### config.mk
export PLATFORM = sky130hd
export DESIGN_NAME = qrw_seq
export DESIGN_NICKNAME = d
export VERILOG_FILES = /design/src/inc/qrw_pkg.sv /design/src/inc/qrw_erase_if.sv /design/src/qrw_erase_timer.sv /design/src/qrw_seq.sv
export SDC_FILE = /design/constraint.sdc
export NUM_CORES = 1
export LEC_CHECK = 0
export BUFFER_PORTS_ARGS = -buffer_cell sky130_fd_sc_hd__buf_2
export CAP_MARGIN = 20
export CORE_AREA = 8 8 136 138
export DETAILED_ROUTE_END_ITERATION = 7
export DIE_AREA = 0 0 144 146
export PLACE_DENSITY = 0.59
export SYNTH_ARGS = -nofsm -noshare
export SYNTH_HDL_FRONTEND = slang
export SYNTH_SLANG_ARGS = --single-unit
### constraint.sdc
create_clock -name MCLK -period 2.4 [get_ports MCLK]
set_clock_uncertainty 0.15 [all_clocks]
set_input_delay 0.36 -clock MCLK [delete_from_list [all_inputs] [get_ports MCLK]]
set_output_delay 0.36 -clock MCLK [all_outputs]
set_load 0.03 [all_outputs]
### src/inc/qrw_pkg.sv
package qrw_pkg;
  // Opcodes, one bit per clock on IO0
  localparam logic [7:0] OPC_QUAD_IO_READ = 8'hEB;
  localparam logic [7:0] OPC_SET_WRAP = 8'h77;
  localparam logic [7:0] OPC_PAGE_ERASE = 8'h81;
  localparam logic [7:0] OPC_SECTOR_ERASE = 8'h20;
  // Frame lengths in serial clocks, minus one
  localparam logic [4:0] OPC_LAST = 5'h07;
  localparam logic [4:0] QADDR_LAST = 5'h05;
  localparam logic [4:0] MODE_LAST = 5'h01;
  localparam logic [4:0] DUMMY_LAST = 5'h03;
  localparam logic [4:0] SADDR_LAST = 5'h17;
  localparam logic [4:0] WBITS_LAST = 5'h07;
  // Mode byte field and its continue code
  localparam int MODE_SEL_LSB = 4;
  localparam logic [1:0] MODE_CONTINUE = 2'h2;
  // Wrap setting {WRAP_LENGTH_SELECT,W4}, field in the wrap byte
  localparam int WRAP_FIELD_LSB = 4;
  localparam logic [2:0] WRAP_RESET = 3'h1;
  localparam logic [7:0] WRAP_BASE_MASK = 8'h07;
  // Latched command after the opcode
  localparam logic [1:0] OP_WRAP = 2'h0;
  localparam logic [1:0] OP_PAGE = 2'h1;
  localparam logic [1:0] OP_SECTOR = 2'h2;
  // Erase timing
  localparam int CLK_FREQ_MHZ = 100;
  localparam int PAGE_ERASE_TIME_US = 1000;
  localparam int SECTOR_ERASE_TIME_US = 5000;
  localparam int PAGE_ERASE_CYCLES = PAGE_ERASE_TIME_US * CLK_FREQ_MHZ;
  localparam int SECTOR_ERASE_CYCLES = SECTOR_ERASE_TIME_US * CLK_FREQ_MHZ;

  typedef enum logic [3:0] {
    ST_IDLE = 4'h0,
    ST_OPC = 4'h1,
    ST_QADDR = 4'h2,
    ST_MODE = 4'h3,
    ST_DUMMY = 4'h4,
    ST_DATA = 4'h5,
    ST_SADDR = 4'h6,
    ST_WBITS = 4'h7,
    ST_FULL = 4'h8,
    ST_IGN = 4'h9
  } qrw_state_e;
endpackage : qrw_pkg

### src/inc/qrw_erase_if.sv
`timescale 1ns/10ps
interface qrw_erase_if;
  logic start;
  logic sector;
  logic busy;
  logic wel_clr;
  modport seq (output start, output sector, input busy, input wel_clr);
  modport tmr (input start, input sector, output busy, output wel_clr);
endinterface : qrw_erase_if

### src/qrw_erase_timer.sv
`timescale 1ns/10ps
module qrw_erase_timer #(
  parameter int PAGE_CYCLES = qrw_pkg::PAGE_ERASE_CYCLES,
  parameter int SECTOR_CYCLES = qrw_pkg::SECTOR_ERASE_CYCLES
) (
  // Clock and control
  input wire logic mclk,
  input wire logic sys_rst,
  input wire logic ce,
  // Erase handshake
  qrw_erase_if.tmr er
);
  logic [31:0] cnt_q;
  logic busy_q;
  logic wel_clr_q;

  assign er.busy = busy_q;
  assign er.wel_clr = wel_clr_q;

  always_ff @(posedge mclk) begin
    if (sys_rst) begin
      busy_q <= 1'b0;
      cnt_q <= 32'h0;
    end else if (ce) begin
      if (er.start && !busy_q) begin
        busy_q <= 1'b1;
        cnt_q <= er.sector ? 32'(SECTOR_CYCLES - 1) : 32'(PAGE_CYCLES - 1);
      end else if (busy_q) begin
        if (cnt_q == 32'h0) begin
          busy_q <= 1'b0;
        end else begin
          cnt_q <= cnt_q - 32'h1;
        end
      end
    end
  end

  // Latch drops right at the start, well before completion
  always_ff @(posedge mclk) begin
    if (sys_rst) begin
      wel_clr_q <= 1'b0;
    end else if (ce) begin
      wel_clr_q <= er.start && !busy_q;
    end
  end

  AST_ERASE_BEGINS: assert property (@(posedge mclk) disable iff (sys_rst)
    (ce && er.start && !busy_q) |=> (busy_q && wel_clr_q))
    else $error("erase start did not raise busy and clear the latch");
  AST_ERASE_ENDS: assert property (@(posedge mclk) disable iff (sys_rst)
    (ce && busy_q && cnt_q == 32'h0) |=> !busy_q)
    else $error("erase busy did not fall at end of count");
  COV_ERASE_DONE: cover property (@(posedge mclk) disable iff (sys_rst) $fell(busy_q));
endmodule : qrw_erase_timer

### src/qrw_seq.sv
`timescale 1ns/10ps
module qrw_seq #(
  parameter int AW = 24,
  parameter int PAGE_CYCLES = qrw_pkg::PAGE_ERASE_CYCLES,
  parameter int SECTOR_CYCLES = qrw_pkg::SECTOR_ERASE_CYCLES
) (
  // Clock, reset, enable
  input wire logic MCLK,
  input wire logic SYS_RST,
  input wire logic CE,
  // Serial pins
  input wire logic CS_N,
  input wire logic SCLK,
  input wire logic [3:0] IO_IN,
  output logic [3:0] IO_OUT,
  output logic [3:0] IO_OE,
  // Status to and from the status register logic
  input wire logic QUAD_ENABLE_BIT,
  input wire logic WRITE_ENABLE_LATCH,
  input wire logic OTHER_BUSY,
  input wire logic PROTECT_HIT,
  output logic WEL_CLEAR,
  output logic WRITE_IN_PROGRESS,
  // Array read port
  output logic [AW-1:0] MEM_ADDR,
  input wire logic [7:0] MEM_RDATA,
  // Erase request and state views
  output logic ERASE_START,
  output logic ERASE_SECTOR,
  output logic [AW-1:0] TARGET_ADDR,
  output logic CONT_MODE,
  output logic [2:0] WRAP_SETTING
);
  qrw_pkg::qrw_state_e state_q;
  logic cs_s1_q, cs_s2_q, cs_s3_q;
  logic sck_s1_q, sck_s2_q, sck_s3_q;
  logic [3:0] io_s1_q, io_s2_q;
  logic [4:0] cnt_q;
  logic [7:0] sr_q;
  logic [1:0] op_q;
  logic [AW-1:0] addr_q;
  logic cont_q;
  logic [2:0] wrap_q;
  logic nib_q;
  logic [3:0] io_out_q;
  logic [3:0] oe_q;
  logic start_q;
  logic sector_q;
  logic [7:0] opc_now;
  logic cs_fall, cs_rise, sck_rise, sck_fall, busy_all;

  qrw_erase_if er ();

  qrw_erase_timer #(
    .PAGE_CYCLES(PAGE_CYCLES),
    .SECTOR_CYCLES(SECTOR_CYCLES)
  ) u_timer (
    .mclk(MCLK),
    .sys_rst(SYS_RST),
    .ce(CE),
    .er(er)
  );

  // Window aware increment; windows are aligned to their length
  function automatic logic [AW-1:0] next_addr(input logic [AW-1:0] a, input logic [2:0] w);
    logic [AW-1:0] inc;
    logic [AW-1:0] mask;
    inc = a + AW'(1);
    // Low bits that move inside the window, length minus one
    mask = ((AW'(qrw_pkg::WRAP_BASE_MASK) + AW'(1)) << w[2:1]) - AW'(1);
    if (w[0]) begin
      next_addr = inc;
    end else begin
      next_addr = (a & ~mask) | (inc & mask);
    end
  endfunction : next_addr

  // Two stages on every pin before any logic looks at them
  always_ff @(posedge MCLK) begin
    if (SYS_RST) begin
      cs_s1_q <= 1'b1;
      cs_s2_q <= 1'b1;
      cs_s3_q <= 1'b1;
      sck_s1_q <= 1'b0;
      sck_s2_q <= 1'b0;
      sck_s3_q <= 1'b0;
      io_s1_q <= 4'h0;
      io_s2_q <= 4'h0;
    end else if (CE) begin
      cs_s1_q <= CS_N;
      cs_s2_q <= cs_s1_q;
      cs_s3_q <= cs_s2_q;
      sck_s1_q <= SCLK;
      sck_s2_q <= sck_s1_q;
      sck_s3_q <= sck_s2_q;
      io_s1_q <= IO_IN;
      io_s2_q <= io_s1_q;
    end
  end

  assign cs_fall = cs_s3_q && !cs_s2_q;
  assign cs_rise = !cs_s3_q && cs_s2_q;
  assign sck_rise = !cs_s2_q && !sck_s3_q && sck_s2_q;
  assign sck_fall = !cs_s2_q && sck_s3_q && !sck_s2_q;
  assign busy_all = er.busy || OTHER_BUSY;
  assign opc_now = {sr_q[6:0], io_s2_q[0]};

  // Frame sequencing; chip select edges take priority over clock edges
  always_ff @(posedge MCLK) begin
    if (SYS_RST) begin
      state_q <= qrw_pkg::ST_IDLE;
      cnt_q <= 5'h00;
      sr_q <= 8'h00;
      op_q <= qrw_pkg::OP_WRAP;
    end else if (CE) begin
      if (cs_rise) begin
        state_q <= qrw_pkg::ST_IDLE;
      end else if (cs_fall) begin
        cnt_q <= 5'h00;
        state_q <= cont_q ? qrw_pkg::ST_QADDR : qrw_pkg::ST_OPC;
      end else if (sck_rise) begin
        cnt_q <= cnt_q + 5'h01;
        unique case (state_q)
          qrw_pkg::ST_OPC: begin
            sr_q <= opc_now;
            if (cnt_q == qrw_pkg::OPC_LAST) begin
              cnt_q <= 5'h00;
              if (opc_now == qrw_pkg::OPC_QUAD_IO_READ) begin
                state_q <= (QUAD_ENABLE_BIT && !busy_all) ? qrw_pkg::ST_QADDR : qrw_pkg::ST_IGN;
              end else if (opc_now == qrw_pkg::OPC_SET_WRAP) begin
                op_q <= qrw_pkg::OP_WRAP;
                state_q <= qrw_pkg::ST_SADDR;
              end else if (opc_now == qrw_pkg::OPC_PAGE_ERASE) begin
                op_q <= qrw_pkg::OP_PAGE;
                state_q <= qrw_pkg::ST_SADDR;
              end else if (opc_now == qrw_pkg::OPC_SECTOR_ERASE) begin
                op_q <= qrw_pkg::OP_SECTOR;
                state_q <= qrw_pkg::ST_SADDR;
              end else begin
                state_q <= qrw_pkg::ST_IGN;
              end
            end
          end
          qrw_pkg::ST_QADDR: begin
            if (cnt_q == qrw_pkg::QADDR_LAST) begin
              cnt_q <= 5'h00;
              state_q <= qrw_pkg::ST_MODE;
            end
          end
          qrw_pkg::ST_MODE: begin
            sr_q <= {sr_q[3:0], io_s2_q};
            if (cnt_q == qrw_pkg::MODE_LAST) begin
              cnt_q <= 5'h00;
              state_q <= qrw_pkg::ST_DUMMY;
            end
          end
          qrw_pkg::ST_DUMMY: begin
            if (cnt_q == qrw_pkg::DUMMY_LAST) begin
              state_q <= qrw_pkg::ST_DATA;
            end
          end
          qrw_pkg::ST_SADDR: begin
            if (cnt_q == qrw_pkg::SADDR_LAST) begin
              cnt_q <= 5'h00;
              state_q <= (op_q == qrw_pkg::OP_WRAP) ? qrw_pkg::ST_WBITS : qrw_pkg::ST_FULL;
            end
          end
          qrw_pkg::ST_WBITS: begin
            sr_q <= opc_now;
            if (cnt_q == qrw_pkg::WBITS_LAST) begin
              state_q <= qrw_pkg::ST_FULL;
            end
          end
          // A clock past the frame end spoils the frame
          qrw_pkg::ST_FULL: state_q <= qrw_pkg::ST_IGN;
          qrw_pkg::ST_IDLE, qrw_pkg::ST_DATA, qrw_pkg::ST_IGN: state_q <= state_q;
          default: state_q <= qrw_pkg::ST_IGN;
        endcase
      end
    end
  end

  // Address shifter; also the read pointer during data
  always_ff @(posedge MCLK) begin
    if (SYS_RST) begin
      addr_q <= '0;
    end else if (CE) begin
      if (sck_rise && state_q == qrw_pkg::ST_QADDR) begin
        addr_q <= {addr_q[AW-5:0], io_s2_q};
      end else if (sck_rise && state_q == qrw_pkg::ST_SADDR && op_q != qrw_pkg::OP_WRAP) begin
        addr_q <= {addr_q[AW-2:0], io_s2_q[0]};
      end else if (sck_fall && state_q == qrw_pkg::ST_DATA && nib_q) begin
        addr_q <= next_addr(addr_q, wrap_q);
      end
    end
  end

  // Mode bits decide the next frame's opening at select release
  always_ff @(posedge MCLK) begin
    if (SYS_RST) begin
      cont_q <= 1'b0;
    end else if (CE && cs_rise) begin
      if (state_q == qrw_pkg::ST_DUMMY || state_q == qrw_pkg::ST_DATA) begin
        cont_q <= (sr_q[qrw_pkg::MODE_SEL_LSB+:2] == qrw_pkg::MODE_CONTINUE);
      end else if (cont_q && state_q == qrw_pkg::ST_QADDR) begin
        // Select raised inside the address is the mode reset sequence
        cont_q <= 1'b0;
      end
    end
  end

  // Wrap setting lives across frames
  always_ff @(posedge MCLK) begin
    if (SYS_RST) begin
      wrap_q <= qrw_pkg::WRAP_RESET;
    end else if (CE && cs_rise && state_q == qrw_pkg::ST_FULL && op_q == qrw_pkg::OP_WRAP) begin
      wrap_q <= sr_q[qrw_pkg::WRAP_FIELD_LSB+:3];
    end
  end

  // Data out; a fresh byte is sampled for each high nibble
  always_ff @(posedge MCLK) begin
    if (SYS_RST) begin
      nib_q <= 1'b0;
      io_out_q <= 4'h0;
      oe_q <= 4'h0;
    end else if (CE) begin
      if (cs_rise || cs_fall) begin
        nib_q <= 1'b0;
        oe_q <= 4'h0;
      end else if (sck_fall && state_q == qrw_pkg::ST_DATA) begin
        nib_q <= !nib_q;
        oe_q <= 4'hF;
        io_out_q <= nib_q ? MEM_RDATA[3:0] : MEM_RDATA[7:4];
      end
    end
  end

  // Erase launch; only a frame ending exactly at the last address bit
  always_ff @(posedge MCLK) begin
    if (SYS_RST) begin
      start_q <= 1'b0;
      sector_q <= 1'b0;
    end else if (CE) begin
      start_q <= cs_rise && state_q == qrw_pkg::ST_FULL && op_q != qrw_pkg::OP_WRAP
                 && WRITE_ENABLE_LATCH && !PROTECT_HIT && !busy_all;
      if (cs_rise && state_q == qrw_pkg::ST_FULL) begin
        sector_q <= (op_q == qrw_pkg::OP_SECTOR);
      end
    end
  end

  assign er.start = start_q;
  assign er.sector = sector_q;
  assign IO_OUT = io_out_q;
  assign IO_OE = oe_q;
  assign WEL_CLEAR = er.wel_clr;
  assign WRITE_IN_PROGRESS = er.busy;
  assign MEM_ADDR = addr_q;
  assign TARGET_ADDR = addr_q;
  assign ERASE_START = start_q;
  assign ERASE_SECTOR = sector_q;
  assign CONT_MODE = cont_q;
  assign WRAP_SETTING = wrap_q;

  AST_STOP_DRIVE: assert property (@(posedge MCLK) disable iff (SYS_RST)
    (CE && cs_rise) |=> (oe_q == 4'h0))
    else $error("data lines still driven after select rose");
  AST_QE_REFUSE: assert property (@(posedge MCLK) disable iff (SYS_RST)
    (CE && sck_rise && !cs_rise && !cs_fall && state_q == qrw_pkg::ST_OPC && cnt_q == qrw_pkg::OPC_LAST
     && opc_now == qrw_pkg::OPC_QUAD_IO_READ && !QUAD_ENABLE_BIT) |=> state_q == qrw_pkg::ST_IGN)
    else $error("quad read taken without quad enable");
  AST_BUSY_REFUSE: assert property (@(posedge MCLK) disable iff (SYS_RST)
    (state_q == qrw_pkg::ST_QADDR && $past(state_q) == qrw_pkg::ST_OPC) |-> !$past(busy_all))
    else $error("quad read taken while busy");
  AST_ADDR_STEP: assert property (@(posedge MCLK) disable iff (SYS_RST)
    (CE && sck_fall && state_q == qrw_pkg::ST_DATA && nib_q && wrap_q[0]) |=> addr_q == $past(addr_q) + AW'(1))
    else $error("linear read address did not step by one");
  AST_WRAP_WINDOW: assert property (@(posedge MCLK) disable iff (SYS_RST)
    (CE && sck_fall && state_q == qrw_pkg::ST_DATA && nib_q && !wrap_q[0])
    |=> addr_q[AW-1:6] == $past(addr_q[AW-1:6]))
    else $error("wrapped read left its window");
  AST_CONT_ENTRY: assert property (@(posedge MCLK) disable iff (SYS_RST)
    (CE && cs_fall && !cs_rise && cont_q) |=> state_q == qrw_pkg::ST_QADDR)
    else $error("continuous frame did not open with address");
  AST_ERASE_GATE: assert property (@(posedge MCLK) disable iff (SYS_RST)
    ($past(CE) && start_q)
    |-> ($past(state_q) == qrw_pkg::ST_FULL && $past(WRITE_ENABLE_LATCH) && !$past(PROTECT_HIT)))
    else $error("erase started from a bad frame");
  AST_DATA_AFTER_DUMMY: assert property (@(posedge MCLK) disable iff (SYS_RST)
    (state_q == qrw_pkg::ST_DATA && $past(state_q) == qrw_pkg::ST_DUMMY) |-> $past(cnt_q) == qrw_pkg::DUMMY_LAST)
    else $error("data began before dummy clocks ended");
  AST_CONT_EXIT: assert property (@(posedge MCLK) disable iff (SYS_RST)
    (CE && cs_rise && state_q == qrw_pkg::ST_DATA
     && sr_q[qrw_pkg::MODE_SEL_LSB+:2] != qrw_pkg::MODE_CONTINUE) |=> !cont_q)
    else $error("other mode bits kept continuous read");
  AST_CONT_RESET: assert property (@(posedge MCLK) disable iff (SYS_RST)
    (CE && cs_rise && cont_q && state_q == qrw_pkg::ST_QADDR) |=> !cont_q)
    else $error("mode reset sequence did not clear continuous read");
  AST_OE_IN_DATA: assert property (@(posedge MCLK) disable iff (SYS_RST)
    (oe_q != 4'h0) |-> (oe_q == 4'hF && state_q == qrw_pkg::ST_DATA))
    else $error("data lines driven outside the data phase");
  AST_WRAP_HOLD: assert property (@(posedge MCLK) disable iff (SYS_RST)
    !(CE && cs_rise && state_q == qrw_pkg::ST_FULL && op_q == qrw_pkg::OP_WRAP) |=> $stable(wrap_q))
    else $error("wrap setting changed outside a set-wrap frame");
  // One cycle wide, so the timer never sees a second start
  AST_ERASE_PULSE: assert property (@(posedge MCLK) disable iff (SYS_RST)
    (CE && start_q) |=> !start_q)
    else $error("erase start held longer than one cycle");
  AST_ADDR_SHIFT: assert property (@(posedge MCLK) disable iff (SYS_RST)
    (CE && sck_rise && state_q == qrw_pkg::ST_QADDR) |=> addr_q[3:0] == $past(io_s2_q))
    else $error("address nibble not taken into the low bits");

  COV_CONT_FRAME: cover property (@(posedge MCLK) disable iff (SYS_RST) cs_fall && cont_q);
  COV_ERASE: cover property (@(posedge MCLK) disable iff (SYS_RST) start_q && sector_q);
  COV_WRAP_SET: cover property (@(posedge MCLK) disable iff (SYS_RST) $changed(wrap_q));
  COV_WRAP_READ: cover property (@(posedge MCLK) disable iff (SYS_RST) state_q == qrw_pkg::ST_DATA && !wrap_q[0]);
endmodule : qrw_seq
# == Word level (Yosys, flattened, before mapping) ==
# Index checks and enable logic that the tools add are counted.
# totals
inputBits,21
word_cells,167
regBits,105
# classes
bitwise_logic,8
n_eq_ne,28
shifts,1
muxes,46
reduce_logical,57
addsub,4
# op_table
operator,n
24-bit 2-to-1 mux,4
32-bit 2-to-1 mux,3
4-bit 2-to-1 mux,18
24-bit bitwise AND,2
32-bit logical NOT,1
"32-bit by 1-bit subtractor with 32-bit output, second input constant",1
5-bit 2-to-1 mux,6
4-bit one-hot mux with 7 select lines,1
"24-bit by 1-bit adder with 24-bit output, second input constant",1
"4-bit inequality test, second input constant",6
24-bit inverter,1
24-bit bitwise OR,1
"4-bit by 2-bit left shift with 24-bit output, first input constant",1
"24-bit by 1-bit subtractor with 24-bit output, second input constant",1
1-bit logical AND,22
5-bit one-hot mux with 4 select lines,1
19-bit 2-to-1 mux,1
"4-bit by 3-bit == test with 1-bit output, second input constant",4
"8-bit == test, second input constant",2
7-bit one-hot mux with 2 select lines,1
2-bit nonzero test,6
"5-bit by 3-bit == test with 1-bit output, second input constant",2
3-bit AND reduction,3
9-bit AND reduction,1
25 further kinds,54

# == Depth between registers and ports, before layout ==
# Gate-level depths: netlist of the first run.
# depth
depth_word,10
ltp_mapped,9

# == Cells and area by module ==
# A second synthesis of the first run with hierarchy kept.
# unflattened
hier_cells,836
hier_area_um2,6899.1
# modules_own_cells
mod,area_each_um2,cells_each,seq_area_each_um2,instances
qrw_seq,4952.2,609,1361.3,1
qrw_erase_timer,1946.9,227,680.7,1

# == Worst setup path after synthesis of the first run ==
# Ideal clock, no wire load.
# synth_path
path_type,reg2reg
start,register with a tool-made name
end,register with a tool-made name
setup_time_ns,0.092
arrival_ns,2.045
path_stages_with_launch,8
slack_ns,0.113
cell_sequence,dfxtp_1 clkbuf_1 nand4_1 nor4_2 nand3_1 xnor2_1 a21oi_1 nor4_1

# == Worst setup path after layout of the first run ==
# layout_path
start,register cnt_q[0]
end,register state_q[0]
# layout_between
elab_chain_len,3
# layout_lines
element,line_no,source
start: declaration,qrw_seq.sv:38,logic [4:0] cnt_q;
start signal: assignment,qrw_seq.sv:122,cnt_q <= cnt_q + 5'h01;
"5-bit == test, or another cell as far along",qrw_seq.sv:163,if (cnt_q == qrw_pkg::SADDR_LAST) begin
4-bit inequality test (no source line),-,
9-bit AND reduction (no source line) (*),-,
end signal: assignment,qrw_seq.sv:159,state_q <= qrw_pkg::ST_DATA;
end signal: assignment,qrw_seq.sv:165,state_q <= (op_q == qrw_pkg::OP_WRAP) ? qrw_pkg::ST_WBITS : qrw_pkg::ST_FULL;
end signal: assignment,qrw_seq.sv:171,state_q <= qrw_pkg::ST_FULL;
end: declaration,qrw_seq.sv:34,qrw_pkg::qrw_state_e state_q;
# Every way passes the cells marked *; elsewhere a longest branch is shown, timed or not.
# A chain may end at the register's enable or synchronous reset.

==> results of run 1 <==
-- per-stage QoR --
stage	utilization	instance area, µm²	hold WS (ns)
2_1_floorplan	-	6380	0.292
3_3_place_gp	0.445	7250	0.306
3_5_place_dp	0.445	7250	0.308
4_1_cts	0.465	7580	0.0691
5_1_grt	0.468	7630	0.0790
6_report	0.468	7630	0.0784
-- layout make-up --
cell class | instances | area (µm²)
Sequential cell | 102 | 2050
Multi-Input combinational cell | 608 | 3850
Fill cell | 1634 | 8660
Clock buffer | 11 | 253
Clock inverter | 5 | 81.3
Inverter | 17 | 63.8
Tap cell | 220 | 275
Timing Repair Buffer | 169 | 1060
-- path summary, 6_finish.rpt --
kind | startpoint | end | slack (ns) | depth (start not counted)
hold / removal | CS_N | cs_s1_q$_SDFFE_PP1P_ | 0.08 | 3
hold reg to reg | u_timer.er.wel_clr$_SDFFE_PP0P_ | u_timer.er.wel_clr$_SDFFE_PP0P_ | 0.32 | 2
setup reg to reg | cnt_q[0]$_SDFFE_PP0P_ | state_q[0]$_SDFFE_PP0P_ | 0.11 | 7
setup / recovery | cnt_q[0]$_SDFFE_PP0P_ | state_q[0]$_SDFFE_PP0P_ | 0.11 | 7
-- tightest hold or removal path, delay by kind of cell --
| family | cells | cell delay, ns |
|---|---|---|
| buffers and inverters | 1 | 0.07 |
| AND/OR/NAND/NOR | 1 | 0.06 |
| multiplexers | 1 | 0.06 |
-- kinds of logic (layout without fill, tap and decap cells) --
logic type      after synthesis  count (layout)  share of synthesized area
compound gates              184             184                      0.188
mux                          31              31                     0.0488
flops                       102             102                      0.320
fa+ha+maj                     8               8                     0.0157
xor+xnor                     39              39                     0.0535
buf+inv                     101             202                     0.0839
simple gates                346             346                      0.290
-- synthesized netlist by cell type (5+ instances only) --
master	n
nor2_1	109
dfxtp_1	102
nand2_1	57
a21oi_1	56
nand3_1	35
nor3_1	32
o21ai_0	32
clkbuf_1	31
mux2i_1	30
buf_4	28
xor2_1	27
nand4_1	17
inv_1	16
buf_2	15
nor4_1	15
a211oi_1	14
a31oi_1	14
xnor2_1	12
o211ai_1	9
ha_1	8
or3_1	8
and3_1	7
o22ai_1	7
buf_1	6
nand2b_1	6
nor4b_1	6
or4_1	5
-- per-layer routing --
metal	wire [µm]	GRT usage
met4	312	0.0573
met5	0	0
met2	8660	0.283
met1	8770	0.241
met3	1120	0.0341
-- what timing repair did --
action / CTS / global route
buffers inserted: 0 / 0
endpoints found under the hold margin: 0 / 0
gates resized for setup: 0 / 13
endpoints found under the setup margin: 0 / 14
-- report_power, final --
part | switching (mW) | total (mW) | internal (mW)
clock network | 0.657 | 1.63 | 0.971
registers | 0.0252 | 1.73 | 1.71
logic | 0.135 | 0.220 | 0.0857
total | 0.817 | 3.58 | 2.77
==> results.json, run 1 <==
{
  "path_buf_inv": 0,
  "core_mm2": 0.0163,
  "hpwl_um": 13900,
  "holdBufCountCts": 0,
  "powerDensity_mw_per_mm2": 469,
  "period_needed_ns": 2.29,
  "finalSetupTns_ns": 0,
  "path_class": "flip-flop to flip-flop",
  "max_stage_delay_ns": 0.68,
  "power_mw": 3.58,
  "startpoint_type": "flip-flop",
  "crit_path_end_kind": "flip-flop",
  "clk_pin_slew_worst_paths_ns": 0.07,
  "cts_buffers": 9,
  "async_flop_share": 0,
  "finalSetupViolations": 0,
  "grt_max_degree": 40,
  "worst_slew_pin_slew_ns": 0.605,
  "final_nets": 936,
  "drive_above_1_share": 0.242,
  "post-place-ws_ns": 0.0375,
  "run_status": "finished, final reports clean",
  "overflow": 0,
  "ctsLongestPathBuffers": 2,
  "syn_nets": 840,
  "drt_iter0_markers": 437,
  "area_delta_synth_final_pct": 19.6,
  "antenna_found_initial": 0,
  "yosysTopAreaCellShare": 0.320,
  "grt_pass1_wl_um": 30500,
  "num_vias": 6300,
  "synth_top_area_cell": "dfxtp_1",
  "syn_avg_cell_area_um2": 7.87,
  "setup_ws_ns": 0.106,
  "cts_sinks": 102,
  "cts_tree": "yes",
  "crit_required_ns": 2.52,
  "maxSlewHeadroom": 0.595,
  "ir_drop_mv": 0.327,
  "clk_latency_ns": 0.35,
  "synth_ff_type": "dfxtp_1",
  "die-area_mm2": 0.0210,
  "p_leak_nw": 3.01,
  "synth-edff-count": 0,
  "seq_area_frac_synth": 0.320,
  "final_common_cell": "nor2_1",
  "instances_no_fill": 1132,
  "boundaryPins": 85,
  "max_clock_freq_ghz": 0.436,
  "ys_warn_count": 0,
  "cpMaxStageDelayCell": "or4b_2",
  "fp-row-count": 47,
  "ys_types": 79,
  "drt_first_pass_iters": 5,
  "hold_viol_final": 0,
  "path_cells": "ha_1 > and4bb_2 > o22ai_1 > a221oi_2 > a21oi_2 > or4b_2 > o31ai_1",
  "viasPerCell": 5.57,
  "routed_wl_um": 18900,
  "track_usage": 0.180,
  "cts_root_buf": "clkbuf_16",
  "drv_cap": 0,
  "grt_pass1_vias": 5841,
  "initial_core_util": 0.392,
  "routedWlPerCell_um": 16.7,
  "antenna_cells": 0,
  "crit_family": "simple AND/OR/NAND/NOR gates",
  "postSynthCellCount": 811,
  "die_h_um": 146,
  "report.final.slew_viol_count": 0,
  "synth.ff_latch_count": 102,
  "ys_top_cells_by_area": "dfxtp_1, nor2_1, mux2i_1",
  "hp-class": "input pin to flip-flop",
  "synth_area_mm2": 0.00638,
  "fp.dieW_um": 144,
  "final_cell_mix": "nor2_1, dfxtp_1, buf_2, buf_4, nand2_1",
  "place_congestion": 0.864,
  "ant_nets": 0,
  "worstPathMaxFanout": 4,
  "cts_max_level": 3,
  "min_period_over_period": 0.956,
  "arrival_ns": 2.41,
  "io_buffer_count": 84,
  "dp.cells": 1116,
  "drc_errors": 0
}
Power figures use the tool's default switching activity.
==> run 2: changes to the inputs <==
--- a/config.mk
+++ b/config.mk
@@ -5,11 +5,12 @@
 export SDC_FILE = /design/constraint.sdc
 export NUM_CORES = 1
 export LEC_CHECK = 0
+export ABC_AREA = 1
 export BUFFER_PORTS_ARGS = -buffer_cell sky130_fd_sc_hd__buf_2
 export CAP_MARGIN = 20
-export CORE_AREA = 8 8 136 138
+export CORE_AREA = 8 8 140 142
 export DETAILED_ROUTE_END_ITERATION = 7
-export DIE_AREA = 0 0 144 146
+export DIE_AREA = 0 0 148 150
 export PLACE_DENSITY = 0.59
 export SYNTH_ARGS = -nofsm -noshare
 export SYNTH_HDL_FRONTEND = slang
==> results.json, run 2 <==
{
  "synth_ff_type": "dfxtp_1",
  "track_usage": 0.178,
  "synth-edff-count": 0,
  "num_vias": 7010,
  "min_period_over_period": 0.880,
  "ys_warn_count": 0,
  "final_common_cell": "nand2_1",
  "hold_viol_final": 0,
  "cts-resized-gates": 0,
  "syn_nets": 1149,
  "r2r_slack_ns": 0.29,
  "postSynthCellCount": 1120,
  "period_needed_ns": 2.11,
  "ant_nets": 0,
  "final_nets": 1199,
  "path_class": "flip-flop to flip-flop",
  "final_cell_mix": "nand2_1, nor2_1, a21oi_1",
  "startpoint_type": "flip-flop",
  "power_mw": 3.65,
  "multi_input_area_mm2": 0.00401,
  "drc_errors": 0,
  "antenna_found_initial": 0,
  "finalSetupTns_ns": 0,
  "netlist_top_cells_count": "nand2_1, nor2_1, a21oi_1, dfxtp_1, inv_1",
  "hold_depth": 3,
  "n_fill_cell": 1900,
  "place_congestion": 0.943,
  "powerDensity_mw_per_mm2": 476,
  "hp-class": "input pin to flip-flop",
  "maxSlewHeadroom": 0.532,
  "io_buffer_count": 84,
  "p_leak_nw": 3.71,
  "fp-row-count": 49,
  "clk_pin_slew_worst_paths_ns": 0.07,
  "die_h_um": 150,
  "finalSetupViolations": 0,
  "core_mm2": 0.0175,
  "r2r_cells": 10,
  "seq_area_frac_synth": 0.299,
  "grt_pass1_vias": 6557,
  "ir_drop_mv": 0.376,
  "routedWlPerCell_um": 14.1,
  "overflow": 0,
  "cts_sinks": 102,
  "max_clock_freq_ghz": 0.473,
  "grt_max_degree": 59,
  "drv_cap": 0,
  "drt_iter0_markers": 535,
  "regArea_mm2": 0.00204,
  "synth_top_area_cell": "dfxtp_1",
  "holdBufCountCts": 0,
  "ctsLongestPathBuffers": 2,
  "crit_path_end_kind": "flip-flop",
  "rsz0062_at_grt": "no",
  "clk_latency_ns": 0.35,
  "cts_buffers": 9,
  "area_delta_synth_final_pct": 12.4,
  "ys_top_cells_by_area": "dfxtp_1, nand2_1, nor2_1",
  "synth.ff_latch_count": 102,
  "worstPathMaxFanout": 15,
  "grt_pass1_wl_um": 32800,
  "die-area_mm2": 0.0222,
  "drt_first_pass_iters": 6,
  "viasPerCell": 5.00,
  "syn_avg_cell_area_um2": 6.10,
  "ys_types": 44,
  "cts_tree": "yes",
  "antenna_cells": 0,
  "arrival_ns": 2.24,
  "routed_wl_um": 19700,
  "drive_above_1_share": 0.134,
  "fp.dieW_um": 148,
  "initial_core_util": 0.389,
  "async_flop_share": 0,
  "report.final.slew_viol_count": 0,
  "cts_max_level": 3,
  "synth_most_common_cell": "nand2_1",
  "crit_required_ns": 2.53,
  "postCtsSetupRepairBufs": 0,
  "yosysTopAreaCellShare": 0.299,
  "synth_area_mm2": 0.00683,
  "boundaryPins": 85,
  "worst_slew_pin_slew_ns": 0.701,
  "cts_root_buf": "clkbuf_16",
  "run_status": "finished, final reports clean",
  "hpwl_um": 14300
}
run 2: logic make-up (layout without fill, tap and decap cells):
kind of cell             Yosys count  count (layout)  synth area share
AO/OA/AOI/OAI                    193             193             0.151
XOR/XNOR                          33              33            0.0423
multiplexers                       4               4           0.00587
AND/OR/NAND/NOR                  608             608             0.372
buffers and inverters            172             226             0.115
adder cells (fa/ha/maj)            8               8            0.0147
flip-flops                       102             102             0.299
run 2: worst paths after layout:
check,to,start
setup / recovery,flip-flop,state_q[2]$_SDFFE_PP0P_
hold / removal,cs_s1_q$_SDFFE_PP1P_,CS_N
setup reg to reg,flip-flop,state_q[2]$_SDFFE_PP0P_
hold reg to reg,cs_s1_q$_SDFFE_PP1P_,cs_s1_q$_SDFFE_PP1P_
run 2: routing by layer:
metal	part of all wire	global-route usage	wire, µm
met1	0.50	0.247	9790
met2	0.44	0.279	8620
met4	0.015	0.0571	293
met3	0.052	0.0263	1020
met5	0	0	0
run 2: worst max-delay path, stage by stage, from the launching register on:
cell,delay [ns]
dfxtp_1,0.39
nand2_2,0.15
nor2_4,0.19
nand2_2,0.12
nor2_8,0.22
nor2_4,0.09
nand2_1,0.09
nand3_2,0.28
nor2_1,0.19
nand2_1,0.07
a21oi_1,0.11
run 2: cell type report:
| cell class | count | share of cell area |
|---|---|---|
| Sequential cell | 102 | 0.266 |
| Timing Repair Buffer | 107 | 0.0789 |
| Clock inverter | 6 | 0.0145 |
| Tap cell | 229 | 0.0374 |
| Multi-Input combinational cell | 846 | 0.523 |
| Clock buffer | 9 | 0.0294 |
| Inverter | 104 | 0.0509 |
run 2: metrics by stage:
| stage | area, µm² | worst slack [ns] | hold WS [ns] | cells | utilization |
|---|---|---|---|---|---|
| 2_1_floorplan | 6830 | 0.312 | 0.279 | 1120 | - |
| 3_3_place_gp | 7320 | 0.275 | 0.291 | 1388 | 0.418 |
| 3_5_place_dp | 7320 | 0.281 | 0.294 | 1388 | 0.418 |
| 4_1_cts | 7660 | 0.259 | 0.0501 | 1403 | 0.437 |
| 5_1_grt | 7670 | 0.00142 | 0.0615 | 1403 | 0.437 |
| 6_report | 7670 | 0.287 | 0.0656 | 1403 | 0.437 |
run 2: report_power, final:
| group | total [mW] | internal [mW] | switching (mW) |
|---|---|---|---|
| logic | 0.225 | 0.0696 | 0.155 |
| registers | 1.73 | 1.71 | 0.0185 |
| clock network | 1.69 | 1.01 | 0.676 |
| total | 3.65 | 2.80 | 0.850 |
